<file path="config.mk">
export PLATFORM = sky130hd
export DESIGN_NAME = dbocs_top
export DESIGN_NICKNAME = d
export VERILOG_FILES = /design/src/dbocs_pkg.sv /design/src/dbocs_top.sv
export VERILOG_INCLUDE_DIRS = /design/src /design/src/src
export SDC_FILE = /design/constraint.sdc
export NUM_CORES = 1
export LEC_CHECK = 0
export BUFFER_PORTS_ARGS = -buffer_cell sky130_fd_sc_hd__buf_2
export CAP_MARGIN = 0
export CORE_ASPECT_RATIO = 2
export CORE_MARGIN = 2
export CORE_UTILIZATION = 50
export DETAILED_ROUTE_END_ITERATION = 10
export PLACE_DENSITY = 0.69
export SLEW_MARGIN = 15
export SYNTH_ARGS = -nofsm -noshare
export SYNTH_HDL_FRONTEND = slang
export SYNTH_SLANG_ARGS = --single-unit
</file>
<file path="constraint.sdc">
create_clock -name aclk -period 2.4 [get_ports aclk]
set_input_delay 0.12 -clock aclk [delete_from_list [all_inputs] [get_ports aclk]]
set_output_delay 0.12 -clock aclk [all_outputs]
set_load 0.01 [all_outputs]
</file>
<file path="src/dbocs_map.svh">
`ifndef DBOCS_MAP_SVH
`define DBOCS_MAP_SVH
// Register indices; byte address is four times the index
`define DBOCS_IDX_PERSIST 10'h067
`define DBOCS_IDX_PTR_HI_1 10'h068
`define DBOCS_IDX_PTR_LO_1 10'h06b
`define DBOCS_IDX_MF_1 10'h06e
`define DBOCS_IDX_OW_1 10'h071
`define DBOCS_IDX_OW_2 10'h072
`define DBOCS_IDX_PTR_HI_2 10'h069
`define DBOCS_IDX_PTR_HI_3 10'h06a
`define DBOCS_IDX_PTR_LO_2 10'h06c
`define DBOCS_IDX_PTR_LO_3 10'h06d
`define DBOCS_IDX_MF_2 10'h06f
`define DBOCS_IDX_MF_3 10'h070
`define DBOCS_IDX_CTRL 10'h080
`define DBOCS_IDX_IRQ_STAT 10'h081
`define DBOCS_IDX_IRQ_MASK 10'h082
// Field positions in the persistent status word and the control word
`define DBOCS_POS_OOF 3
`define DBOCS_POS_LOM 0
`define DBOCS_POS_VC4 0
// Reset values
`define DBOCS_RST_BYTE 8'h00
`define DBOCS_RST_FLAGS 6'h00
// Slot enables over the status word
`define DBOCS_SLOTS_VC4 6'h09
`define DBOCS_SLOTS_ALL 6'h3f
// Answers
`define DBOCS_RESP_OKAY 2'h0
`define DBOCS_RESP_DECERR 2'h3
`endif

</file>
<file path="src/dbocs_pkg.sv">
package dbocs_pkg;
   typedef enum logic [1:0] {
      DBOCS_OH_PTR_HI,
      DBOCS_OH_PTR_LO,
      DBOCS_OH_MF,
      DBOCS_OH_OW
   } dbocs_oh_kind_type;
   typedef struct packed {
      logic valid;
      dbocs_oh_kind_type kind;
      logic [1:0] slot;
      logic [7:0] data;
   } dbocs_drop_type;
   typedef struct packed {
      logic [2:0] oof;
      logic [2:0] lom;
   } dbocs_alarm_type;
endpackage : dbocs_pkg

</file>
<file path="src/dbocs_top.sv">
// Behaviour
// - Each slot gets a persistent one-second out-of-multiframe indication.
// - Each slot gets a persistent one-second loss-of-multiframe indication.
// - Bit reads 1 for an interval if alarm active and not newly risen before.
// - Bits 5..3 out-of-multiframe slots 3..1, bits 2..0 loss, bits 7..6 zero.
// - In VC-4 mode slot-one status and capture bits serve the VC-4.
// - Dropped H1 byte held per slot in three consecutive locations.
// - Dropped H2 byte held per slot in three locations after H1.
// - Dropped H4 byte held per slot in three locations after H2.
// - Dropped E1 byte for slot one and two held after H4.
// - Each capture location is refreshed once per frame.
// - Register bit 7 carries byte bit 1, bit 0 carries byte bit 8.
`include "dbocs_map.svh"
module dbocs_top
   import dbocs_pkg::*;
#(
   parameter int NUM_SLOTS = 3,
   parameter int ADDR_WIDTH = 12
) (
   input wire logic aclk,
   input wire logic aresetn,
   input wire dbocs_drop_type drop_oh,
   input wire dbocs_alarm_type mf_alarm,
   input wire logic one_sec_pin,
   input wire logic [ADDR_WIDTH-1:0] s_axi_awaddr,
   input wire logic [2:0] s_axi_awprot,
   input wire logic s_axi_awvalid,
   output logic s_axi_awready,
   input wire logic [31:0] s_axi_wdata,
   input wire logic [3:0] s_axi_wstrb,
   input wire logic s_axi_wvalid,
   output logic s_axi_wready,
   output logic [1:0] s_axi_bresp,
   output logic s_axi_bvalid,
   input wire logic s_axi_bready,
   input wire logic [ADDR_WIDTH-1:0] s_axi_araddr,
   input wire logic [2:0] s_axi_arprot,
   input wire logic s_axi_arvalid,
   output logic s_axi_arready,
   output logic [31:0] s_axi_rdata,
   output logic [1:0] s_axi_rresp,
   output logic s_axi_rvalid,
   input wire logic s_axi_rready,
   output logic irq
);

   localparam int NUM_CAP = 11;

   if (NUM_SLOTS != 3) begin : g_bad_slots
      $error("dbocs_top serves exactly three slots");
   end
   if (ADDR_WIDTH < 12 || ADDR_WIDTH > 32) begin : g_bad_addr
      $error("dbocs_top needs an address width of 12 to 32 bits");
   end

   // One-second pulse resynchronised; the rising edge is taken between the second and third stages
   logic sec_s1_q;
   logic sec_s2_q;
   logic sec_s3_q;
   logic sec_tick;

   always_ff @(posedge aclk) begin
      if (!aresetn) begin
         sec_s1_q <= 1'b0;
         sec_s2_q <= 1'b0;
         sec_s3_q <= 1'b0;
      end else begin
         sec_s1_q <= one_sec_pin;
         sec_s2_q <= sec_s1_q;
         sec_s3_q <= sec_s2_q;
      end
   end

   assign sec_tick = sec_s2_q & ~sec_s3_q;

   // Control: VC-4 mode
   logic vc4_mode_q;
   logic [5:0] slot_en;

   // In VC-4 mode slots two and three carry no separate path, so hold them at zero
   always_comb begin
      if (vc4_mode_q) begin
         slot_en = `DBOCS_SLOTS_VC4;
      end else begin
         slot_en = `DBOCS_SLOTS_ALL;
      end
   end

   // Persistent one-second indications
   logic [5:0] alarm_now;
   logic [5:0] alarm_prev_q;
   logic [5:0] rose_q;
   logic [5:0] rise;
   logic [5:0] persist_q;
   logic [5:0] persist_d;

   assign alarm_now = {mf_alarm.oof, mf_alarm.lom} & slot_en;
   assign rise = alarm_now & ~alarm_prev_q;
   // A rise on the tick cycle counts against the interval that is ending
   assign persist_d = alarm_now & ~(rose_q | rise);

   always_ff @(posedge aclk) begin
      if (!aresetn) begin
         alarm_prev_q <= `DBOCS_RST_FLAGS;
         rose_q <= `DBOCS_RST_FLAGS;
      end else begin
         alarm_prev_q <= alarm_now;
         if (sec_tick) begin
            rose_q <= `DBOCS_RST_FLAGS;
         end else begin
            rose_q <= rose_q | rise;
         end
      end
   end

   always_ff @(posedge aclk) begin
      if (!aresetn) begin
         persist_q <= `DBOCS_RST_FLAGS;
      end else if (sec_tick) begin
         persist_q <= persist_d;
      end else begin
         persist_q <= persist_q & slot_en;
      end
   end

   // Overhead byte capture: location = kind * 3 + slot
   logic [7:0] cap_q [NUM_CAP];

   for (genvar i = 0; i < NUM_CAP; i++) begin : g_cap
      localparam logic [1:0] KIND = 2'(i / 3);
      localparam logic [1:0] SLOT = 2'(i % 3);
      logic hit;
      assign hit = drop_oh.valid && drop_oh.kind == dbocs_oh_kind_type'(KIND)
                   && drop_oh.slot == SLOT && slot_en[SLOT];
      always_ff @(posedge aclk) begin
         if (!aresetn) begin
            cap_q[i] <= `DBOCS_RST_BYTE;
         end else if (hit) begin
            // Bus bit 7 is the first byte bit on the drop bus
            cap_q[i] <= drop_oh.data;
         end
      end
   end

   // AXI4-Lite write path
   logic aw_got_q;
   logic w_got_q;
   logic aw_got_d;
   logic w_got_d;
   logic [9:0] wr_idx_q;
   logic [31:0] wr_data_q;
   logic [3:0] wr_strb_q;
   logic do_write;
   logic wr_mapped;
   logic [5:0] irq_mask_q;
   logic aw_in_range;
   logic wr_in_range_q;

   assign do_write = aw_got_q & w_got_q & ~s_axi_bvalid;
   // Byte-lane and upper address bits must be zero for an OKAY answer; control and mask writes still land when they are not
   assign aw_in_range = s_axi_awaddr[1:0] == 2'b00 && (s_axi_awaddr >> 12) == '0;

   always_comb begin
      aw_got_d = aw_got_q;
      w_got_d = w_got_q;
      if (do_write) begin
         aw_got_d = 1'b0;
         w_got_d = 1'b0;
      end
      if (s_axi_awvalid && s_axi_awready) begin
         aw_got_d = 1'b1;
      end
      if (s_axi_wvalid && s_axi_wready) begin
         w_got_d = 1'b1;
      end
   end

   always_ff @(posedge aclk) begin
      if (!aresetn) begin
         aw_got_q <= 1'b0;
         w_got_q <= 1'b0;
         s_axi_awready <= 1'b0;
         s_axi_wready <= 1'b0;
         wr_idx_q <= 10'h000;
         wr_data_q <= 32'h0000_0000;
         wr_strb_q <= 4'h0;
         wr_in_range_q <= 1'b0;
      end else begin
         aw_got_q <= aw_got_d;
         w_got_q <= w_got_d;
         s_axi_awready <= ~aw_got_d;
         s_axi_wready <= ~w_got_d;
         if (s_axi_awvalid && s_axi_awready) begin
            wr_idx_q <= s_axi_awaddr[11:2];
            wr_in_range_q <= aw_in_range;
         end
         if (s_axi_wvalid && s_axi_wready) begin
            wr_data_q <= s_axi_wdata;
            wr_strb_q <= s_axi_wstrb;
         end
      end
   end

   always_comb begin
      case (wr_idx_q)
         `DBOCS_IDX_PERSIST,
         `DBOCS_IDX_PTR_HI_1,
         `DBOCS_IDX_PTR_HI_2,
         `DBOCS_IDX_PTR_HI_3,
         `DBOCS_IDX_PTR_LO_1,
         `DBOCS_IDX_PTR_LO_2,
         `DBOCS_IDX_PTR_LO_3,
         `DBOCS_IDX_MF_1,
         `DBOCS_IDX_MF_2,
         `DBOCS_IDX_MF_3,
         `DBOCS_IDX_OW_1,
         `DBOCS_IDX_OW_2,
         `DBOCS_IDX_CTRL,
         `DBOCS_IDX_IRQ_STAT,
         `DBOCS_IDX_IRQ_MASK: begin
            wr_mapped = wr_in_range_q;
         end
         default: begin
            wr_mapped = 1'b0;
         end
      endcase
   end

   always_ff @(posedge aclk) begin
      if (!aresetn) begin
         s_axi_bvalid <= 1'b0;
         s_axi_bresp <= `DBOCS_RESP_OKAY;
      end else if (do_write) begin
         s_axi_bvalid <= 1'b1;
         s_axi_bresp <= wr_mapped ? `DBOCS_RESP_OKAY : `DBOCS_RESP_DECERR;
      end else if (s_axi_bready) begin
         s_axi_bvalid <= 1'b0;
      end
   end

   always_ff @(posedge aclk) begin
      if (!aresetn) begin
         vc4_mode_q <= 1'b0;
         irq_mask_q <= `DBOCS_RST_FLAGS;
      end else if (do_write && wr_strb_q[0]) begin
         if (wr_idx_q == `DBOCS_IDX_CTRL) begin
            vc4_mode_q <= wr_data_q[`DBOCS_POS_VC4];
         end
         if (wr_idx_q == `DBOCS_IDX_IRQ_MASK) begin
            irq_mask_q <= wr_data_q[5:0];
         end
      end
   end

   // AXI4-Lite read path
   logic ar_take;
   logic rvalid_d;
   logic [9:0] rd_idx;
   logic [7:0] rd_byte;
   logic rd_ok;
   logic [5:0] irq_stat_q;
   logic irq_stat_read;
   logic rd_in_range;

   assign ar_take = s_axi_arvalid & s_axi_arready;
   assign rvalid_d = ar_take | (s_axi_rvalid & ~s_axi_rready);
   assign rd_idx = s_axi_araddr[11:2];
   // Same address screening as the write side
   assign rd_in_range = s_axi_araddr[1:0] == 2'b00 && (s_axi_araddr >> 12) == '0;
   assign irq_stat_read = ar_take && rd_in_range && rd_idx == `DBOCS_IDX_IRQ_STAT;

   always_comb begin
      rd_byte = `DBOCS_RST_BYTE;
      rd_ok = rd_in_range;
      case (rd_idx)
         `DBOCS_IDX_PERSIST: begin
            rd_byte = {2'b00, persist_q};
         end
         `DBOCS_IDX_PTR_HI_1: begin
            rd_byte = cap_q[0];
         end
         `DBOCS_IDX_PTR_HI_2: begin
            rd_byte = cap_q[1];
         end
         `DBOCS_IDX_PTR_HI_3: begin
            rd_byte = cap_q[2];
         end
         `DBOCS_IDX_PTR_LO_1: begin
            rd_byte = cap_q[3];
         end
         `DBOCS_IDX_PTR_LO_2: begin
            rd_byte = cap_q[4];
         end
         `DBOCS_IDX_PTR_LO_3: begin
            rd_byte = cap_q[5];
         end
         `DBOCS_IDX_MF_1: begin
            rd_byte = cap_q[6];
         end
         `DBOCS_IDX_MF_2: begin
            rd_byte = cap_q[7];
         end
         `DBOCS_IDX_MF_3: begin
            rd_byte = cap_q[8];
         end
         `DBOCS_IDX_OW_1: begin
            rd_byte = cap_q[9];
         end
         `DBOCS_IDX_OW_2: begin
            rd_byte = cap_q[10];
         end
         `DBOCS_IDX_CTRL: begin
            rd_byte = {7'h00, vc4_mode_q};
         end
         `DBOCS_IDX_IRQ_STAT: begin
            rd_byte = {2'b00, irq_stat_q};
         end
         `DBOCS_IDX_IRQ_MASK: begin
            rd_byte = {2'b00, irq_mask_q};
         end
         default: begin
            rd_ok = 1'b0;
         end
      endcase
      // A refused address reads as zero whatever its index matched
      if (!rd_ok) begin
         rd_byte = `DBOCS_RST_BYTE;
      end
   end

   always_ff @(posedge aclk) begin
      if (!aresetn) begin
         s_axi_arready <= 1'b0;
         s_axi_rvalid <= 1'b0;
         s_axi_rdata <= 32'h0000_0000;
         s_axi_rresp <= `DBOCS_RESP_OKAY;
      end else begin
         s_axi_arready <= ~rvalid_d;
         s_axi_rvalid <= rvalid_d;
         if (ar_take) begin
            s_axi_rdata <= {24'h00_0000, rd_byte};
            s_axi_rresp <= rd_ok ? `DBOCS_RESP_OKAY : `DBOCS_RESP_DECERR;
         end
      end
   end

   // Interrupt: a persistent bit turning on at the tick is the event
   logic [5:0] irq_event;

   always_comb begin
      if (sec_tick) begin
         irq_event = persist_d & ~persist_q;
      end else begin
         irq_event = `DBOCS_RST_FLAGS;
      end
   end

   always_ff @(posedge aclk) begin
      if (!aresetn) begin
         irq_stat_q <= `DBOCS_RST_FLAGS;
      end else begin
         // Set wins over the clear-on-read so no event is lost
         irq_stat_q <= (irq_stat_q & ~{6{irq_stat_read}}) | irq_event;
      end
   end

   always_ff @(posedge aclk) begin
      if (!aresetn) begin
         irq <= 1'b0;
      end else begin
         irq <= |(irq_stat_q & irq_mask_q);
      end
   end

endmodule : dbocs_top

</file>
==> flow_metrics.tcl <==
set metrics [dict create \
    status "finished clean" \
    crit_cells 4 \
    path_cells "nor2_1 -> nand3b_1 -> nor2_1 -> and2_1" \
    first_iter_violations 232 \
    synth_cell_types 61 \
    maxSlewViolCount 0 \
    max_slew.worst_pin.slew_ps 726 \
    yosys-top-cells-area "edfxtp_1 (36%), dfxtp_1 (19%), and2_1 (8.5%)" \
    final_cells 986 \
    ys_ff_latch 158 \
    antenna_left 0 \
    die_h_microns 174 \
    dieArea_sq_um 15600 \
    r2r_slack_ps 410 \
    slew_headroom_pct 51.6 \
    reg2reg_depth 4 \
    drv_cap 0 \
    power_density_nw_per_um2 709 \
    place_inst 929 \
    routed_wl_microns 18900 \
    worst_r2r_endpoint "cap_q[7][1]" \
    post-route-drc-count 0 \
    routedWlPerCell_microns 19.2 \
    synth_cells 681 \
    hold_violations 0 \
    grt_usage_pct 24.9 \
    cpPeakStageDelay_ps 550 \
    cts_resized 0 \
    avgSynthCellArea_sq_um 10.7 \
    drive_above_1_share_pct 20.4 \
    required_ps 2690 \
    crit_type "reg2reg" \
    hp-class "in2reg" \
    rows 62 \
    synth-main-ff-cell "edfxtp_1" \
    place_congestion 0.949 \
    yosysSeqAreaShare_pct 55.7 \
    grt_pass1_vias 5572 \
    clk_latency_ps 430 \
    crit_buf_inv 0 \
    initial_core_util_pct 50.9 \
    grt_max_degree 29 \
    crit_path_top_delay_cell "nor2_1" \
    yosys.area.top_type "edfxtp_1" \
    first_pass_iters 5 \
    crit_family "simple AND/OR/NAND/NOR gates" \
    setup_viol 0 \
    cp-start-kind "register" \
    viasPerCell 5.51 \
    min_period_ps 1990 \
    port_buffers 75 \
    path_clk_slew_ps 70 \
    fillCellCount 1218 \
    layout.nets 874 \
    coreArea_sq_um 14300 \
    multiInputGateArea_sq_um 2910 \
    vdd_drop_max_uv 481 \
    syn-cell-area_sq_um 7260 \
    n_antenna_cell 0 \
    dpl.hpwl_microns 13900 \
    clockRootBuffer "clkbuf_16" \
    crit_arrival_ps 2280 \
    startpoint "vc4_mode_q" \
    endpoint "cap_q[7][1]" \
    postCtsSetupRepairBufs 0 \
    cts_tree "done" \
    finalSetupTns_ps 0 \
    synth_warnings 0 \
    clock_skew_ps 9.25 \
    clock.fmax_mhz 501 \
    rsz0062_at_grt "false" \
    antenna_found_initial 1 \
    top_level_ports 135 \
    seqCellArea_sq_um 4040 \
    finalCritPeriodShare_pct 83.1 \
    p_leak_nw 3.37 \
    reg2reg_from "vc4_mode_q" \
    crit_fanout 8 \
    clockBufferDepth 2 \
    ys_async_sr_fraction_pct 0 \
    grt_pass1_wl_microns 28600 \
    setup.worst_path.end_class "register" \
    overflow 0 \
    cts_buffers 17 \
    die_w_microns 89.2 \
    crit_top_cell "nor2_1" \
    htree_levels 4 \
    area_delta_synth_final_pct 19.0 \
    cts_sinks 158 \
    synth_edf_count 88 \
    vias 5429 \
    synth_top_area_share_pct 36.4 \
]
-- layout by cell type (no fill, tap or decap), drive strengths merged, types with 5 or more instances in the layout --
| cell | instances |
|---|---|
| and2 | 99 |
| buf | 99 |
| edfxtp | 88 |
| dfxtp | 70 |
| nand2 | 67 |
| nor2 | 52 |
| a21oi | 36 |
| dlygate4sd3 | 25 |
| conb | 24 |
| o21ai | 23 |
| clkbuf | 20 |
| mux2i | 18 |
| nand3 | 15 |
| nand2b | 12 |
| a22oi | 12 |
| inv | 12 |
| mux2 | 11 |
| nand3b | 7 |
| a31oi | 7 |
| a211oi | 7 |
| nor2b | 7 |
| clkinv | 6 |
| or4b | 5 |
| mux4 | 5 |
| a32oi | 5 |
| a21boi | 5 |
-- per-stage QoR --
step	hold slack (ps)	util, %	area [sq um]	power [mW]	setup slack, ps
after floorplan	242	-	7350	3.38	438
after global placement	328	54.8	7820	3.54	441
after detailed placement	330	54.8	7820	3.56	413
after CTS	12.2	60.6	8640	6.15	434
after global routing	21.1	60.6	8640	6.32	360
final	25.8	60.6	8640	6.13	405
-- per-layer routing --
layer | share of wire (%) | global-route usage [%] | vias to the layer above
li1 | - | - | 2574
met1 | 34 | 24.0 | 2608
met2 | 56 | 45.8 | 190
met3 | 4.1 | 4.27 | 57
met4 | 5.9 | 16.2 | 0
met5 | 0 | 0 | -
-- synthesized netlist by cell type (3+ instances only) --
library cell  number
or2_2              3
buf_2             13
nor2b_1            7
o21ai_0           16
mux4_2             5
o21ai_1            7
nor2_1            52
nand3b_1           7
nand3_1           14
dfxtp_1           70
or3b_2             3
buf_4             27
buf_1              3
inv_1              6
a22oi_1           12
nand2b_1          12
and2_1            99
a31oi_1            7
a22o_1             3
o32ai_1            4
mux2_2            11
mux2i_1           18
edfxtp_1          88
a211oi_1           7
a21oi_1           35
nand2_1           66
o211ai_1           4
a32oi_1            5
o31ai_1            3
a21boi_0           5
or4b_1             5
o41ai_1            3
clkbuf_1          23
-- worst min path at each step --
stage | to | slack, ps | startpoint | cells after the start
floorplan | alarm_prev_q[0] | 240 | mf_alarm[0] | 1
global placement | sec_s1_q | 330 | one_sec_pin | 2
detailed placement | sec_s1_q | 330 | one_sec_pin | 2
CTS | wr_in_range_q | 10 | s_axi_awaddr[0] | 4
global route | wr_in_range_q | 20 | s_axi_awaddr[0] | 4
finish | wr_in_range_q | 30 | s_axi_awaddr[0] | 4
-- sequential cells by signal, summed over array words and instances (netlist names), 6 cells and up --
register      count
persist_q         6
irq_mask_q        6
alarm_prev_q      6
s_axi_rdata       8
wr_idx_q         10
wr_data_q         6
irq_stat_q        6
rose_q            6
cap_q            88
-- cell type report --
class / count / share of cell area [%]
multi-input cells: 473 / 33.7
clock inverters: 12 / 1.16
well taps: 192 / 2.78
flip-flops and latches: 158 / 46.8
clock buffers: 20 / 5.53
inverters: 7 / 0.304
repair buffers: 124 / 9.76
-- power breakdown --
group          internal, mW  total (mW)  switching, mW
sequential             2.97        3.02         0.0525
clock                  1.46        2.59           1.13
combinational         0.205       0.513          0.309
total                  4.64        6.13           1.49
-- worst register-to-register path, stage by stage (launching register included) --
cell	delay, ps
dfxtp_1	350
nor2_1	480
nand3b_1	250
nor2_1	550
and2_1	230
-- cells by family (layout without fill, tap and decap cells) --
| logic type | Yosys count | count (layout) | share of synthesized area, % |
|---|---|---|---|
| multiplexers | 34 | 34 | 5.74 |
| other | 1 | 24 | 0.0516 |
| buffers and inverters | 73 | 163 | 5.39 |
| flip-flops | 158 | 158 | 55.7 |
| AND/OR/NAND/NOR | 292 | 292 | 22.1 |
| AO/OA/AOI/OAI | 123 | 123 | 11.1 |
-- repair_timing --
action                                  in CTS  in global routing
endpoints found under the setup margin       0                  0
endpoints found under the hold margin       29                  0
hold buffers                                25                  0
Power figures use the tool's default switching activity.
